## config.mk

```make
export PLATFORM = sky130hd
export DESIGN_NAME = sirr_reporter
export DESIGN_NICKNAME = d
export VERILOG_FILES = /design/src/verilog/sirr_pkg.sv /design/src/verilog/sirr_exit_timer.sv /design/src/verilog/sirr_reporter.sv
export SDC_FILE = /design/constraint.sdc
export NUM_CORES = 1
export LEC_CHECK = 0
export BUFFER_PORTS_ARGS = -buffer_cell sky130_fd_sc_hd__clkbuf_2
export CELL_PAD_IN_SITES_DETAIL_PLACEMENT = 0
export CELL_PAD_IN_SITES_GLOBAL_PLACEMENT = 2
export CORE_ASPECT_RATIO = 0.8
export CORE_MARGIN = 2
export CORE_UTILIZATION = 37
export CTS_CLUSTER_SIZE = 25
export DETAILED_ROUTE_END_ITERATION = 10
export PLACE_DENSITY_LB_ADDON = 0.05
export SLEW_MARGIN = 5
export SYNTH_ARGS = -nofsm -noshare
export SYNTH_HDL_FRONTEND = slang
export SYNTH_HIERARCHICAL = 1
export SYNTH_SLANG_ARGS = --single-unit
```

## constraint.sdc

```tcl
create_clock -name sys_clk -period 4.85 [get_ports sys_clk]
set_clock_uncertainty 0.05 [all_clocks]
set_input_delay 1.455 -clock sys_clk [delete_from_list [all_inputs] [get_ports sys_clk]]
set_output_delay 1.455 -clock sys_clk [all_outputs]
set_load 0.01 [all_outputs]
```

## src/verilog/sirr_pkg.sv

```systemverilog
// package for the initiator result reporter: codes, steps, reset values, timing, commands
package sirr_pkg;
    localparam logic [7:0] CODE_RESET      = 8'h01;
    localparam logic [7:0] CODE_PAR_DMA    = 8'h21;
    localparam logic [7:0] CODE_PAR_MPU    = 8'h22;
    localparam logic [7:0] CODE_PAR_SCSI   = 8'h24;
    localparam logic [7:0] CODE_PAR_DSCSI  = 8'h25;
    localparam logic [7:0] CODE_PAR_MSCSI  = 8'h26;
    localparam logic [7:0] CODE_OFS_OVR    = 8'h29;
    localparam logic [7:0] CODE_REQ_FAST   = 8'h2a;
    localparam logic [7:0] CODE_OFS_FAST   = 8'h2b;
    localparam logic [7:0] CODE_TIMEOUT    = 8'h2c;
    localparam logic [7:0] CODE_FREE_XFER  = 8'h31;
    localparam logic [7:0] CODE_PHASE_CHG  = 8'h32;
    localparam logic [7:0] CODE_BAD_PHASE  = 8'h54;
    localparam logic [7:0] CODE_BAD_MSG    = 8'h55;
    localparam logic [7:0] CODE_BAD_STAT   = 8'h56;
    localparam logic [7:0] CODE_DONE       = 8'h60;
    localparam logic [7:0] CODE_REG_PAR    = 8'h66;
    localparam logic [7:0] CODE_PAUSE      = 8'h67;
    localparam logic [7:0] CODE_FREE       = 8'h70;

    localparam logic [7:0] STEP_00         = 8'h00;
    localparam logic [7:0] STEP_01         = 8'h01;
    localparam logic [7:0] STEP_02         = 8'h02;
    localparam logic [7:0] STEP_09         = 8'h09;
    localparam logic [7:0] STEP_0A         = 8'h0a;

    localparam logic [7:0] RESET_CODE      = 8'h00;
    localparam logic [7:0] RESET_STEP      = 8'h00;
    localparam int         EXIT_NS         = 200;
    localparam int         CLK_NS          = 25;
    localparam int         EXIT_CYC        = (EXIT_NS + CLK_NS - 1) / CLK_NS;

    typedef enum logic [2:0] {
        SIRR_CMD_ATN_SET,
        SIRR_CMD_ATN_CLR,
        SIRR_CMD_ACK_SET,
        SIRR_CMD_ACK_CLR,
        SIRR_CMD_DATA_OUT,
        SIRR_CMD_DATA_IN,
        SIRR_CMD_OTHER
    } sirr_cmd_t;
endpackage : sirr_pkg

```

## src/verilog/sirr_exit_timer.sv

```systemverilog
// exit processing delay counter
`timescale 1ns/1ps
`default_nettype none
module sirr_exit_timer #(
    parameter int CYCLES = 8
) (
    // clock and reset
    input  wire logic sys_clk,
    input  wire logic sys_rst,
    // control
    input  wire logic start,
    output logic      done
);
    logic [15:0] cnt_q;
    logic [15:0] cnt_d;
    logic        done_q;
    logic        done_d;

    always_comb begin
        cnt_d  = cnt_q;
        done_d = 1'b0;
        if (start) begin
            cnt_d = CYCLES[15:0];
        end else if (cnt_q != 16'h0000) begin
            cnt_d = cnt_q - 16'h0001;
            if (cnt_q == 16'h0001) begin
                done_d = 1'b1;
            end
        end
    end

    always_ff @(posedge sys_clk or posedge sys_rst) begin
        if (sys_rst) begin
            cnt_q  <= 16'h0000;
            done_q <= 1'b0;
        end else begin
            cnt_q  <= cnt_d;
            done_q <= done_d;
        end
    end

    assign done = done_q;
endmodule // sirr_exit_timer
`default_nettype wire

```

## src/verilog/sirr_reporter.sv

```systemverilog
// initiator result reporter: picks code and step for each finished command except SIRR_CMD_OTHER, which gets no report
`timescale 1ns/1ps
`default_nettype none
module sirr_reporter
    import sirr_pkg::*;
#(
    parameter int EXIT_CYCLES = sirr_pkg::EXIT_CYC
) (
    // clock and reset
    input  wire logic            sys_clk,
    input  wire logic            sys_rst,
    // command from host
    input  wire logic            cmd_start,
    input  wire sirr_pkg::sirr_cmd_t cmd_kind,
    input  wire logic            prev_was_xfer,
    input  wire logic            dma_path,
    input  wire logic            count_zero,
    // mode configuration
    input  wire logic            auto_ack_release,
    input  wire logic            auto_receive,
    input  wire logic            sync_mode,
    // bus events
    input  wire logic            bus_reset,
    input  wire logic            bus_free,
    input  wire logic            ack_held,
    input  wire logic            phase_change,
    input  wire logic            first_req,
    input  wire logic            first_phase_ok,
    input  wire logic            got_msg_byte,
    input  wire logic            got_stat_byte,
    input  wire logic            xfer_done,
    input  wire logic            cmd_pause,
    // error events
    input  wire logic            par_dma,
    input  wire logic            par_mpu,
    input  wire logic            par_scsi,
    input  wire logic            ofs_overrun,
    input  wire logic            req_too_fast,
    input  wire logic            req_timeout,
    input  wire logic            reg_parity,
    // host result port
    input  wire logic            result_clear,
    output logic [7:0]           result_code,
    output logic [7:0]           result_step,
    output logic                 result_irq,
    output logic                 padding,
    output logic                 atn_out,
    output logic                 busy
);
    import sirr_pkg::*;

    typedef enum logic [2:0] {
        SIRR_IDLE, SIRR_CTRL, SIRR_XFER, SIRR_PAD, SIRR_EXIT, SIRR_HELD
    } sirr_state_t;

    sirr_state_t state_q, state_d;
    sirr_cmd_t   kind_q, kind_d;
    logic [7:0]  code_q, code_d, step_q, step_d;
    logic [7:0]  pcode_q, pcode_d;
    logic        irq_q, irq_d, atn_q, atn_d, started_q, started_d, prevx_q, prevx_d;
    logic        exit_go, exit_done, is_data, fin;
    logic [7:0]  err_code;
    logic        err_hit;

    sirr_exit_timer #(.CYCLES(EXIT_CYCLES)) u_exit (
        .sys_clk (sys_clk),
        .sys_rst (sys_rst),
        .start   (exit_go),
        .done    (exit_done)
    );

    assign is_data = (kind_q == SIRR_CMD_DATA_OUT) || (kind_q == SIRR_CMD_DATA_IN);

    // error code selection; timeout only counts in asynchronous mode
    always_comb begin
        err_hit  = 1'b1;
        err_code = CODE_PAR_SCSI;
        if (par_scsi && par_dma && dma_path)             err_code = CODE_PAR_DSCSI;
        else if (par_scsi && par_mpu && !dma_path)       err_code = CODE_PAR_MSCSI;
        else if (par_scsi)                               err_code = CODE_PAR_SCSI;
        else if (par_dma && dma_path)                    err_code = CODE_PAR_DMA;
        else if (par_mpu && !dma_path)                   err_code = CODE_PAR_MPU;
        else if (sync_mode && ofs_overrun && req_too_fast) err_code = CODE_OFS_FAST;
        else if (sync_mode && ofs_overrun)               err_code = CODE_OFS_OVR;
        else if (req_too_fast)                           err_code = CODE_REQ_FAST;
        else                                             err_hit  = 1'b0;
    end

    always_comb begin
        state_d   = state_q;
        kind_d    = kind_q;
        code_d    = code_q;
        step_d    = step_q;
        pcode_d   = pcode_q;
        irq_d     = irq_q;
        atn_d     = atn_q;
        started_d = started_q;
        prevx_d   = prevx_q;
        exit_go   = 1'b0;
        fin       = 1'b0;
        if (result_clear) begin
            irq_d = 1'b0;
        end
        case (state_q)
            SIRR_IDLE: begin
                if (reg_parity) begin
                    code_d = CODE_REG_PAR; step_d = STEP_00; fin = 1'b1;
                end else if (cmd_start) begin
                    kind_d    = cmd_kind;
                    prevx_d   = prev_was_xfer;
                    started_d = 1'b0;
                    if (cmd_kind == SIRR_CMD_DATA_OUT || cmd_kind == SIRR_CMD_DATA_IN) begin
                        // zero count skips straight to padding, no 65h
                        state_d = count_zero ? SIRR_PAD : SIRR_XFER;
                        started_d = count_zero;
                    end else if (cmd_kind != SIRR_CMD_OTHER) begin
                        state_d = SIRR_CTRL;
                    end
                end
            end
            SIRR_CTRL: begin
                if (bus_reset) begin
                    code_d = CODE_RESET; step_d = STEP_00; fin = 1'b1;
                end else if (bus_free && prevx_q) begin
                    // only manual mode leaves ack held for this case
                    if (!auto_ack_release) begin
                        code_d = CODE_FREE_XFER; step_d = STEP_00; fin = 1'b1;
                    end else begin
                        code_d = CODE_FREE; step_d = STEP_00; fin = 1'b1;
                    end
                end else if (bus_free) begin
                    code_d = CODE_FREE; step_d = STEP_00; fin = 1'b1;
                end else begin
                    code_d = CODE_DONE;
                    step_d = (auto_ack_release && kind_q == SIRR_CMD_ATN_SET) ? STEP_09 : STEP_01;
                    fin    = 1'b1;
                end
            end
            SIRR_XFER: begin
                if (bus_reset) begin
                    code_d = CODE_RESET; step_d = started_q ? STEP_01 : STEP_00; fin = 1'b1;
                end else if (bus_free && !started_q) begin
                    code_d = CODE_FREE; step_d = STEP_01; fin = 1'b1;
                end else if (first_req && !started_q && !first_phase_ok) begin
                    code_d = auto_receive && got_msg_byte  ? CODE_BAD_MSG :
                             auto_receive && got_stat_byte ? CODE_BAD_STAT :
                             CODE_BAD_PHASE;
                    step_d = STEP_01;
                    fin    = 1'b1;
                end else if (err_hit) begin
                    atn_d   = 1'b1;
                    pcode_d = err_code;
                    step_d  = auto_ack_release ? STEP_09 : STEP_01;
                    state_d = SIRR_PAD;
                end else if (req_timeout && !sync_mode) begin
                    pcode_d = CODE_TIMEOUT; step_d = STEP_01; state_d = SIRR_EXIT; exit_go = 1'b1;
                end else if (bus_free) begin
                    pcode_d = CODE_FREE_XFER; step_d = STEP_01; state_d = SIRR_EXIT; exit_go = 1'b1;
                end else if (phase_change) begin
                    pcode_d = CODE_PHASE_CHG; step_d = STEP_01; state_d = SIRR_EXIT; exit_go = 1'b1;
                end else if (cmd_pause) begin
                    pcode_d = CODE_PAUSE; step_d = STEP_01; state_d = SIRR_EXIT; exit_go = 1'b1;
                end else if (xfer_done) begin
                    pcode_d = CODE_DONE; step_d = STEP_02; state_d = SIRR_PAD;
                end else if (first_req) begin
                    started_d = 1'b1;
                end
            end
            SIRR_PAD: begin
                // padding runs until the target leaves the data phase
                if (bus_reset) begin
                    code_d = CODE_RESET; step_d = STEP_02; fin = 1'b1;
                end else if (bus_free) begin
                    code_d = CODE_FREE; step_d = STEP_02; fin = 1'b1;
                end else if (phase_change || xfer_done) begin
                    code_d = (pcode_q == 8'h00) ? CODE_DONE : pcode_q;
                    if (pcode_q == 8'h00 || pcode_q == CODE_DONE) begin
                        step_d = auto_ack_release ? STEP_0A : STEP_02;
                    end else begin
                        step_d = step_q;
                    end
                    fin = 1'b1;
                end
            end
            SIRR_EXIT: begin
                if (bus_reset) begin
                    code_d = CODE_RESET; step_d = STEP_01; fin = 1'b1;
                end else if (exit_done) begin
                    code_d = pcode_q; fin = 1'b1;
                end
            end
            SIRR_HELD: begin
                if (bus_free) begin
                    code_d = CODE_FREE_XFER; step_d = STEP_00; fin = 1'b1;
                end else if (cmd_start || bus_reset) begin
                    state_d = SIRR_IDLE;
                end
            end
            default: state_d = SIRR_IDLE;
        endcase
        if (fin) begin
            irq_d   = 1'b1;
            atn_d   = 1'b0;
            pcode_d = 8'h00;
            state_d = (is_data && !auto_ack_release && ack_held && !bus_free) ? SIRR_HELD : SIRR_IDLE;
        end
    end

    always_ff @(posedge sys_clk or posedge sys_rst) begin
        if (sys_rst) begin
            state_q   <= SIRR_IDLE;
            kind_q    <= SIRR_CMD_OTHER;
            code_q    <= RESET_CODE;
            step_q    <= RESET_STEP;
            pcode_q   <= 8'h00;
            irq_q     <= 1'b0;
            atn_q     <= 1'b0;
            started_q <= 1'b0;
            prevx_q   <= 1'b0;
        end else begin
            state_q   <= state_d;
            kind_q    <= kind_d;
            code_q    <= code_d;
            step_q    <= step_d;
            pcode_q   <= pcode_d;
            irq_q     <= irq_d;
            atn_q     <= atn_d;
            started_q <= started_d;
            prevx_q   <= prevx_d;
        end
    end

    assign result_code = code_q;
    assign result_step = step_q;
    assign result_irq  = irq_q;
    assign atn_out     = atn_q;
    assign padding     = (state_q == SIRR_PAD);
    assign busy        = (state_q != SIRR_IDLE) && (state_q != SIRR_HELD);

    reset_step_a: assert property (@(posedge sys_clk) disable iff (sys_rst)
        (state_q == SIRR_XFER && bus_reset && !started_q) |=> (code_q == 8'h01 && step_q == 8'h00 && irq_q))
        else $error("reset before transfer wrong step");
    ctrl_done_a: assert property (@(posedge sys_clk) disable iff (sys_rst)
        (state_q == SIRR_CTRL && !bus_reset && !bus_free && !auto_ack_release) |=> (code_q == 8'h60 && step_q == 8'h01))
        else $error("control command normal end wrong");
    atn_err_a: assert property (@(posedge sys_clk) disable iff (sys_rst)
        (state_q == SIRR_XFER && !bus_reset && started_q && !bus_free && err_hit) |=> atn_q)
        else $error("atn not asserted on error");
    free_pad_a: assert property (@(posedge sys_clk) disable iff (sys_rst)
        (state_q == SIRR_PAD && !bus_reset && bus_free) |=> (code_q == 8'h70 && step_q == 8'h02))
        else $error("bus free in padding wrong");
    zero_pad_a: assert property (@(posedge sys_clk) disable iff (sys_rst)
        (state_q == SIRR_IDLE && !reg_parity && cmd_start && count_zero
         && (cmd_kind == SIRR_CMD_DATA_IN || cmd_kind == SIRR_CMD_DATA_OUT)) |=> padding)
        else $error("zero count did not pad");
    reg_par_a: assert property (@(posedge sys_clk) disable iff (sys_rst)
        (state_q == SIRR_IDLE && reg_parity) |=> (code_q == 8'h66 && step_q == 8'h00 && irq_q))
        else $error("register parity report wrong");
    exit_wait_a: assert property (@(posedge sys_clk) disable iff (sys_rst)
        $rose(state_q == SIRR_EXIT) |-> !irq_q[*2])
        else $error("report raised before exit processing");
    clr_irq_a: assert property (@(posedge sys_clk) disable iff (sys_rst)
        (result_clear && !fin) |=> !irq_q)
        else $error("clear did not drop request");
    free_ctrl_a: assert property (@(posedge sys_clk) disable iff (sys_rst)
        (state_q == SIRR_CTRL && !bus_reset && bus_free && !prevx_q) |=> (code_q == 8'h70 && step_q == 8'h00))
        else $error("bus free before control cmd wrong");
    cov_done_c:  cover property (@(posedge sys_clk) state_q == SIRR_PAD ##1 (irq_q && code_q == 8'h60));
    cov_err_c:   cover property (@(posedge sys_clk) atn_q ##[1:20] irq_q);
    cov_exit_c:  cover property (@(posedge sys_clk) state_q == SIRR_EXIT ##[1:20] state_q == SIRR_IDLE);
endmodule // sirr_reporter
`default_nettype wire

```

==> results of run 1 <==
registers in the layout, summed over array words and instances (netlist names):
| signal | count |
|---|---|
| result_irq | 1 |
| pcode_q | 7 |
| prevx_q | 1 |
| result_step | 3 |
| result_code | 7 |
| started_q | 1 |
| kind_q | 3 |
| u_exit/cnt_q | 16 |
| atn_out | 1 |
| u_exit/done | 1 |
| state_q | 3 |
Yosys cell counts (3+ instances only):
master	n
buf_4	7
mux2_2	6
a21oi_1	21
nand2b_1	5
nand3_1	11
dfrtp_1	42
or4_1	6
a31oi_1	3
o21ai_1	7
nand2_1	22
a211oi_1	6
nor2_1	24
buf_2	5
o21ai_0	18
o31ai_1	5
nand3b_1	4
nor2b_1	9
and2_1	3
xor2_1	3
or3_1	6
nor3_1	13
clkbuf_1	4
inv_1	18
o21a_1	6
nor4b_1	4
cells by family after synthesis:
kind of cell | Yosys count
and+or+nand+nor | 131
other | 1
xor gates and xnor gates | 4
buffers and inverters | 38
adders and majority gates | 2
AOI/OAI and AO/OA | 95
muxes | 10
DFF | 44
critical path: cells and delay by family:
kind	cells	cell delay, ns
buffers and inverters	2	0.25
AND/OR/NAND/NOR	2	0.37
AO/OA/AOI/OAI	2	0.50
where the power goes:
group / switching (mW) / internal, mW
Combinational: 0.364 / 0.276
Sequential: 0.157 / 0.490
Clock: 0.122 / 0.0982
Total: 0.643 / 0.864
through the flow:
step	instances	instance area (um2)	total power, mW
5_1_grt	465	3220	1.64
6_report	465	3220	1.51
2_1_floorplan	330	2920	1.10
3_3_place_gp	458	3140	1.29
4_1_cts	465	3220	1.52
3_5_place_dp	458	3140	1.29
final cells by class:
type,count,area share (%)
inverter,18,2.10
sequential,44,34.3
timing repair buffer,43,6.68
clock buffer,6,2.25
tap,105,4.08
multi-input combinational,248,50.5
clock inverter,1,0.155
final timing paths:
path | startpoint | endpoint | cells past startpoint
worst max-delay path | cmd_kind[0] | padding | 6
worst min-delay path | result_code[4] | result_code[4] | 2
worst max register to register | state_q[2] | u_exit/cnt_q[13] | 5
worst min register to register | result_code[4] | result_code[4] | 2
max in group asynchronous | sys_rst | pcode_q[6] | 2
min in group asynchronous | sys_rst | u_exit/cnt_q[9] | 2
metal layers:
layer  vias up  GRT usage (%)  part of all wire [%]
met1      1177           32.1                    55
met3         5           2.95                   5.8
met2        71           24.2                    38
met4         0           4.31                  0.73
li1       1256              -                     -
met5         -              0                     0
==> out/qor.yml, run 1 <==
cts:
  cts_root_buffer: "clkbuf_8"
  cts_buffers: 5
  ctsResizeCount: 0
  cts_max_path_buffers: 2
  ctsHoldBuffers: 0
  clock_latency_ns: 0.29
  cts_tree: "done"
  htreeDepth: 2
  cts.clk_slew.worst_paths_ns: 0.08
  cts_setup_buffers: 0
  cts_sinks: 44
critical_path:
  cp_slowest_cell: "a31oi_1"
  arrival_ns: 2.57
  crit_path_frequent_cell: "clkbuf_2"
  path_class: "in -> out"
  path_cells: "clkbuf_2 > nand3b_1 > a31oi_1 > a21oi_1 > nor2_1 > clkbuf_2"
  cp-start-kind: "input port"
  cp-end-kind: "output pin"
  cp_max_fo: 5
  required_ns: 3.35
  r2r_slack_ns: 2.35
  cp_slowest_stage_delay_ns: 0.31
run:
  drv_cap: 0
timing:
  hold-worst-slack_ns: 0.440
  finalSetupViolCount: 0
  relSlewSlack_pct: 30.2
  rsz0062_at_grt: "no"
  hold_viol: 0
  tns_ns: 0
  setup_ws_ns: 0.776
  final_max_slew_viol_count: 0
  period_share_pct: 84.0
  fmaxAchievable_mhz: 245
  fin_crit_ns: 4.07
  worst_pin_slew_ns: 1.05
route:
  drtIter0Drc: 112
  num_vias: 2509
  remaining_drc_errors: 0
  wl_um: 7660
  routedWlPerCell_um: 16.5
  viasPerCell: 5.40
  postRouteAntennaNets: 0
  drtPass1Iterations: 4
finish:
  multi_input_area_mm2: 0.00163
  drive_gt1_share_pct: 21.4
  final_cell_mix: "clkbuf_2, dfrtp_1, nor2_1"
  syn2layout_area_growth_pct: 11.1
  fin_nets: 392
  layout_commonest_cell: "clkbuf_2"
  num_antenna_cells: 0
  finish.utilization_pct: 43.0
  seqCellArea_mm2: 0.00110
  n_fill_cell: 793
logic_synthesis:
  synth-seq-area-share_pct: 38.1
  synth_xor_area_share_pct: 1.21
  synth_top_cell_area_share_pct: 36.3
  synth_ff_type: "dfrtp_1"
  async_reset_ff_share_pct: 100
  synth_mux_area_share_pct: 4.06
  syn_inst: 325
  synth_area_leaders: "dfrtp_1, a21oi_1, o21ai_0"
  synth-compound-area-share_pct: 21.7
  synth_top_family_by_area: "simple AND/OR/NAND/NOR gates"
  syn_area_per_cell_um2: 8.92
  synth_area_mm2: 0.00290
  synth_area_leader_cell: "dfrtp_1"
  ys_seq_elements: 44
  synthSimpleGateAreaFrac_pct: 27.5
  synth_cell_types: 76
  yosysWarnings: 6
  synth_edf_count: 0
  synth_fa_ha_area_share_pct: 0.863
global_routing:
  grt_pass1_wl_um: 12800
  grt_antenna_before_repair: 0
  grt_pass1_vias: 2422
  grt_max_degree: 28
  overflow: 0
  grt_usage_pct: 18.9
min_path:
  hold_path.class: "reg -> reg"
floorplanning:
  coreArea_mm2: 0.00750
  ioPinCount: 50
  fp.dieArea_mm2: 0.00856
  die_width_um: 103
  rows: 28
  initial_core_util_pct: 38.7
  fp.dieH_um: 83.2
status:
  outcome: "complete, no violations"
place:
  post-place-ws_ns: 0.836
  hpwl_um: 5800
  portBuffers: 43
  gp_congestion: 0.794
power_and_ir_drop:
  peakVddDrop_mv: 0.195
  p_leak_nw: 1.36
  power_density_mw_per_mm2: 468
(Power assumes the default switching activity.)
==> inputs of run 2 (changes only) <==
Settings changed: CORE_UTILIZATION 37 to 34.
Clock period 4.85 ns to 4.1 ns, I/O delays scaled along.
==> out/qor.yml, run 2 (synthesis gave the netlist of run 1 again) <==
global_routing:
  overflow: 0
  grt_max_degree: 28
  grt_usage_pct: 18.4
  grt_pass1_vias: 2404
  grt_antenna_before_repair: 0
  grt_pass1_wl_um: 13300
floorplanning:
  rows: 30
  fp.dieH_um: 86.6
  ioPinCount: 50
  fp.dieArea_mm2: 0.00929
  die_width_um: 107
  initial_core_util_pct: 34.6
  coreArea_mm2: 0.00837
timing:
  relSlewSlack_pct: 52.1
  hold_viol: 0
  finalSetupViolCount: 0
  fin_crit_ns: 3.57
  rsz0062_at_grt: "no"
  tns_ns: 0
  final_max_slew_viol_count: 0
  worst_pin_slew_ns: 0.717
  fmaxAchievable_mhz: 280
  period_share_pct: 87.1
place:
  gp_congestion: 0.856
  place_inst: 470
  portBuffers: 43
  hpwl_um: 6050
  dpl_cell_area_mm2: 0.00319
critical_path:
  path_class: "in -> out"
  cp-end-kind: "output pin"
  r2r_slack_ns: 1.73
  arrival_ns: 2.29
  cp-start-kind: "input port"
  rr_worst_depth: 5
  cp_max_fo: 5
  r2r-end: "u_exit/cnt_q[13]"
  required_ns: 2.82
  r2r-start: "state_q[1]"
route:
  remaining_drc_errors: 0
  wl_um: 8070
  drtPass1Iterations: 4
  drtIter0Drc: 164
  postRouteAntennaNets: 0
  viasPerCell: 5.33
  num_vias: 2547
  routedWlPerCell_um: 16.9
finish:
  fin_nets: 397
  regMostFlops: "u_exit/cnt_q"
  num_antenna_cells: 0
  final_cell_mix: "clkbuf_2, dfrtp_1, nor2_1"
  layout_commonest_cell: "clkbuf_2"
  largest_reg_flops: 16
  syn2layout_area_growth_pct: 14.4
  fin_area_mm2: 0.00332
  drive_gt1_share_pct: 23.0
  n_fill_cell: 881
  layout.cells.non_filler: 478
run:
  drv_cap: 0
power_and_ir_drop:
  p_total_mw: 1.91
  peakVddDrop_mv: 0.201
  power_density_mw_per_mm2: 577
  p_leak_nw: 1.41
cts:
  cts_buffers: 5
  cts.clk_slew.worst_paths_ns: 0.08
  htreeDepth: 2
  clock_latency_ns: 0.30
  ctsHoldBuffers: 0
  ctsResizeCount: 0
  cts_max_path_buffers: 2
  cts_sinks: 44
  cts_root_buffer: "clkbuf_8"
  cts_tree: "done"
  cts_setup_buffers: 0
status:
  outcome: "complete, no violations"
min_path:
  worstHoldPathCells: 2
  hold_start: "result_code[2]"
  hold_end: "result_code[2]"
  hold_path.class: "reg -> reg"
## run 2: area by class of cell
| class | count | area (um2) | area share (%) |
|---|---|---|---|
| multi-input combinational | 248 | 1630 | 49.0 |
| clock buffer | 7 | 96.3 | 2.90 |
| timing repair buffer | 48 | 253 | 7.62 |
| tap | 112 | 140 | 4.22 |
| sequential | 44 | 1100 | 33.3 |
| clock inverter | 1 | 30.0 | 0.905 |
| inverter | 18 | 67.6 | 2.04 |
## run 2: how the worst max path moves through the flow
stage                start  endpoint  slack [ns]  depth (start not counted)
3_5_place_dp   cmd_kind[0]   padding        0.55                          6
6_report       cmd_kind[0]   padding        0.53                          6
2_1_floorplan    bus_reset   padding        0.85                          4
5_1_grt        cmd_kind[0]   padding        0.42                          6
3_3_place_gp   cmd_kind[0]   padding        0.59                          6
4_1_cts        cmd_kind[0]   padding        0.55                          6
## run 2: metrics by stage
step / hold slack (ns) / utilization [%] / setup WS, ns
after detailed placement: 0.429 / 38.1 / 0.555
final: 0.441 / 39.6 / 0.527
after global placement: 0.417 / 38.1 / 0.588
after global routing: 0.483 / 39.6 / 0.418
after floorplan: 0.429 / - / 0.852
after CTS: 0.449 / 39.6 / 0.546
## run 2: layer usage
metal | track usage, % | wire length, um | part of all wire (%) | vias up
li1 | - | - | - | 1263
met1 | 30.4 | 4390 | 54 | 1193
met2 | 23.4 | 3050 | 38 | 82
met3 | 4.06 | 551 | 6.8 | 9
met4 | 4.60 | 87 | 1.1 | 0
met5 | 0 | 0 | 0 | -
## run 2: report_power, final
part / leakage (nW) / switching [mW] / internal (mW) / total (mW)
clock: 0.0645 / 0.155 / 0.215 / 0.370
sequential: 0.536 / 0.184 / 0.580 / 0.763
combinational: 0.812 / 0.442 / 0.338 / 0.780
total: 1.41 / 0.780 / 1.13 / 1.91
## run 2: critical path, stage by stage
cell	delay, ns
clkbuf_2	0.09
nand3b_1	0.18
a31oi_1	0.32
a21oi_1	0.19
nor2_1	0.14
clkbuf_2	0.15
==> inputs of run 3 (changes only) <==
Settings changed: ABC_AREA set to 1, CORE_UTILIZATION 34 to 32, CTS_CLUSTER_SIZE 25 to 20, GPL_TIMING_DRIVEN set to 1.
==> out/qor.yml, run 3 <==
status:
  outcome: "complete, no violations"
logic_synthesis:
  synthTopCellsByCount: "nand2_1, nor2_1, inv_1"
  async_reset_ff_share_pct: 100
  synth_ff_type: "dfrtp_1"
  synth_area_leaders: "dfrtp_1, nand2_1, nand3_1"
  syn_area_per_cell_um2: 7.18
  ys_seq_elements: 44
  synth_area_mm2: 0.00308
  synth_area_leader_cell: "dfrtp_1"
  syn_inst: 429
  synth_top_cell_area_share_pct: 34.1
  synth_cell_types: 45
  yosysWarnings: 6
  synth.most_common_cell: "nand2_1"
  synth-seq-area-share_pct: 35.8
  synth_edf_count: 0
finish:
  layout_commonest_cell: "nand2_1"
  seqCellArea_mm2: 0.00110
  drive_gt1_share_pct: 23.4
  n_fill_cell: 1019
  final_cell_mix: "nand2_1, nor2_1, inv_1"
  largest_reg_flops: 16
  syn2layout_area_growth_pct: 14.8
  multi_input_area_mm2: 0.00165
  fin_nets: 505
  finish.utilization_pct: 38.5
  regMostFlops: "u_exit/cnt_q"
  num_antenna_cells: 0
route:
  num_vias: 2805
  drtPass1Iterations: 4
  postRouteAntennaNets: 0
  routedWlPerCell_um: 14.8
  remaining_drc_errors: 0
  wl_um: 8740
  drtIter0Drc: 151
  viasPerCell: 4.76
cts:
  ctsResizeCount: 0
  cts_root_buffer: "clkbuf_16"
  cts_max_path_buffers: 2
  ctsHoldBuffers: 0
  htreeDepth: 2
  cts_tree: "done"
  cts_sinks: 44
  cts.clk_slew.worst_paths_ns: 0.06
  cts_buffers: 5
  clock_latency_ns: 0.29
  cts_setup_buffers: 0
critical_path:
  cp_max_fo: 12
  required_ns: 4.22
  path_class: "in -> reg"
  cp_top_family: "simple AND/OR/NAND/NOR gates"
  cp_slowest_cell: "nor2_1"
  cp-end-kind: "flip-flop"
  arrival_ns: 3.02
  cp-start-kind: "input port"
  path_cells: "clkbuf_2 > nand2_1 > nand2_1 > nor2_1 > nand2_1 > nor2_1 > nand3_1 > nor2_1 > clkinv_1 > buf_4 > nand4_1 > nor4_1"
  path_buf_inv: 3
  cp_slowest_stage_delay_ns: 0.30
floorplanning:
  fp.dieH_um: 91.8
  coreArea_mm2: 0.00919
  initial_core_util_pct: 33.5
  die_width_um: 114
  ioPinCount: 50
  fp.dieArea_mm2: 0.0104
  rows: 31
power_and_ir_drop:
  power_density_mw_per_mm2: 628
  peakVddDrop_mv: 0.207
  p_leak_nw: 1.81
global_routing:
  grt_antenna_before_repair: 0
  grt_usage_pct: 18.0
  overflow: 0
  grt_pass1_wl_um: 14700
  grt_max_degree: 28
  grt_pass1_vias: 2789
min_path:
  hold_path.class: "reg -> reg"
timing:
  fin_crit_ns: 2.90
  worst_pin_slew_ns: 1.09
  final_max_slew_viol_count: 0
  relSlewSlack_pct: 27.5
  period_share_pct: 70.8
  hold_viol: 0
  fmaxAchievable_mhz: 344
  rsz0062_at_grt: "no"
  finalSetupViolCount: 0
  tns_ns: 0
run:
  drv_cap: 0
place:
  hpwl_um: 6990
  portBuffers: 43
  gp_congestion: 0.841
[run 3: cell count changes in the layout (fill, tap and decap cells not counted), sizes merged, moves of 8 or more]
| cell | previous run | this run |
|---|---|---|
| inv | 18 | 58 |
| nand3 | 11 | 49 |
| nor2b | 10 | 0 |
| nor3 | 16 | 6 |
| mux2 | 8 | 0 |
| a21oi | 21 | 9 |
| nor2 | 24 | 72 |
| nand2 | 22 | 113 |
[run 3: final timing paths]
check / from / to / slack (ns) / cells past startpoint
worst max-delay path: sync_mode / u_exit/done / 1.20 / 12
min in group asynchronous: sys_rst / u_exit/cnt_q[12] / 0.98 / 2
worst max register to register: state_q[2] / u_exit/done / 1.84 / 9
worst min-delay path: result_step[0] / result_step[0] / 0.42 / 2
worst min register to register: result_step[0] / result_step[0] / 0.42 / 2
max in group asynchronous: sys_rst / kind_q[2] / 2.13 / 3
[run 3: logic make-up after synthesis]
kind of cell / synth area share, %
adder cells (fa/ha/maj): 0.812
AND/OR/NAND/NOR: 41.8
buffers and inverters: 11.2
AO/OA/AOI/OAI: 10.2
flip-flops: 35.8
other: 0.122
[run 3: worst min-delay path, cell delays in order, from the launching register on]
cell and delay [ns]:
dfrtp_1 0.35, nand2_1 0.05, nand2_1 0.04
[run 3: metrics by stage]
step / power (mW) / cells / worst slack, ns / instance area, um2 / hold slack, ns
after global placement: 1.76 / 581 / 0.915 / 3360 / 0.407
final: 2.22 / 589 / 1.20 / 3540 / 0.424
after global routing: 2.43 / 589 / 0.913 / 3540 / 0.449
after floorplan: 1.51 / 434 / 1.46 / 3100 / 0.393
after CTS: 2.24 / 589 / 1.21 / 3540 / 0.430
after detailed placement: 1.75 / 581 / 0.907 / 3360 / 0.413
[run 3: cell type report]
type / instances / area share [%]
Sequential cell: 44 / 31.2
Multi-Input combinational cell: 317 / 46.7
Clock inverter: 2 / 1.10
Tap cell: 115 / 4.07
Clock buffer: 6 / 3.93
Timing Repair Buffer: 45 / 6.51
Inverter: 60 / 6.51
[run 3: routing by layer]
metal  track usage (%)  wire, um  vias to the layer above  part of all wire (%)
li1                  -         -                     1459                     -
met1              29.7      5000                     1259                    57
met2              23.3      3150                       79                    36
met3              3.57       500                        8                   5.7
met4              4.17        88                        0                   1.0
met5                 0         0                        -                     0
[run 3: power breakdown]
group          leakage (nW)  switching, mW  internal, mW  total, mW
clock network        0.0871          0.175         0.305      0.481
logic                  1.18          0.652         0.329      0.980
registers             0.548          0.153         0.605      0.759
total                  1.81          0.980          1.24       2.22
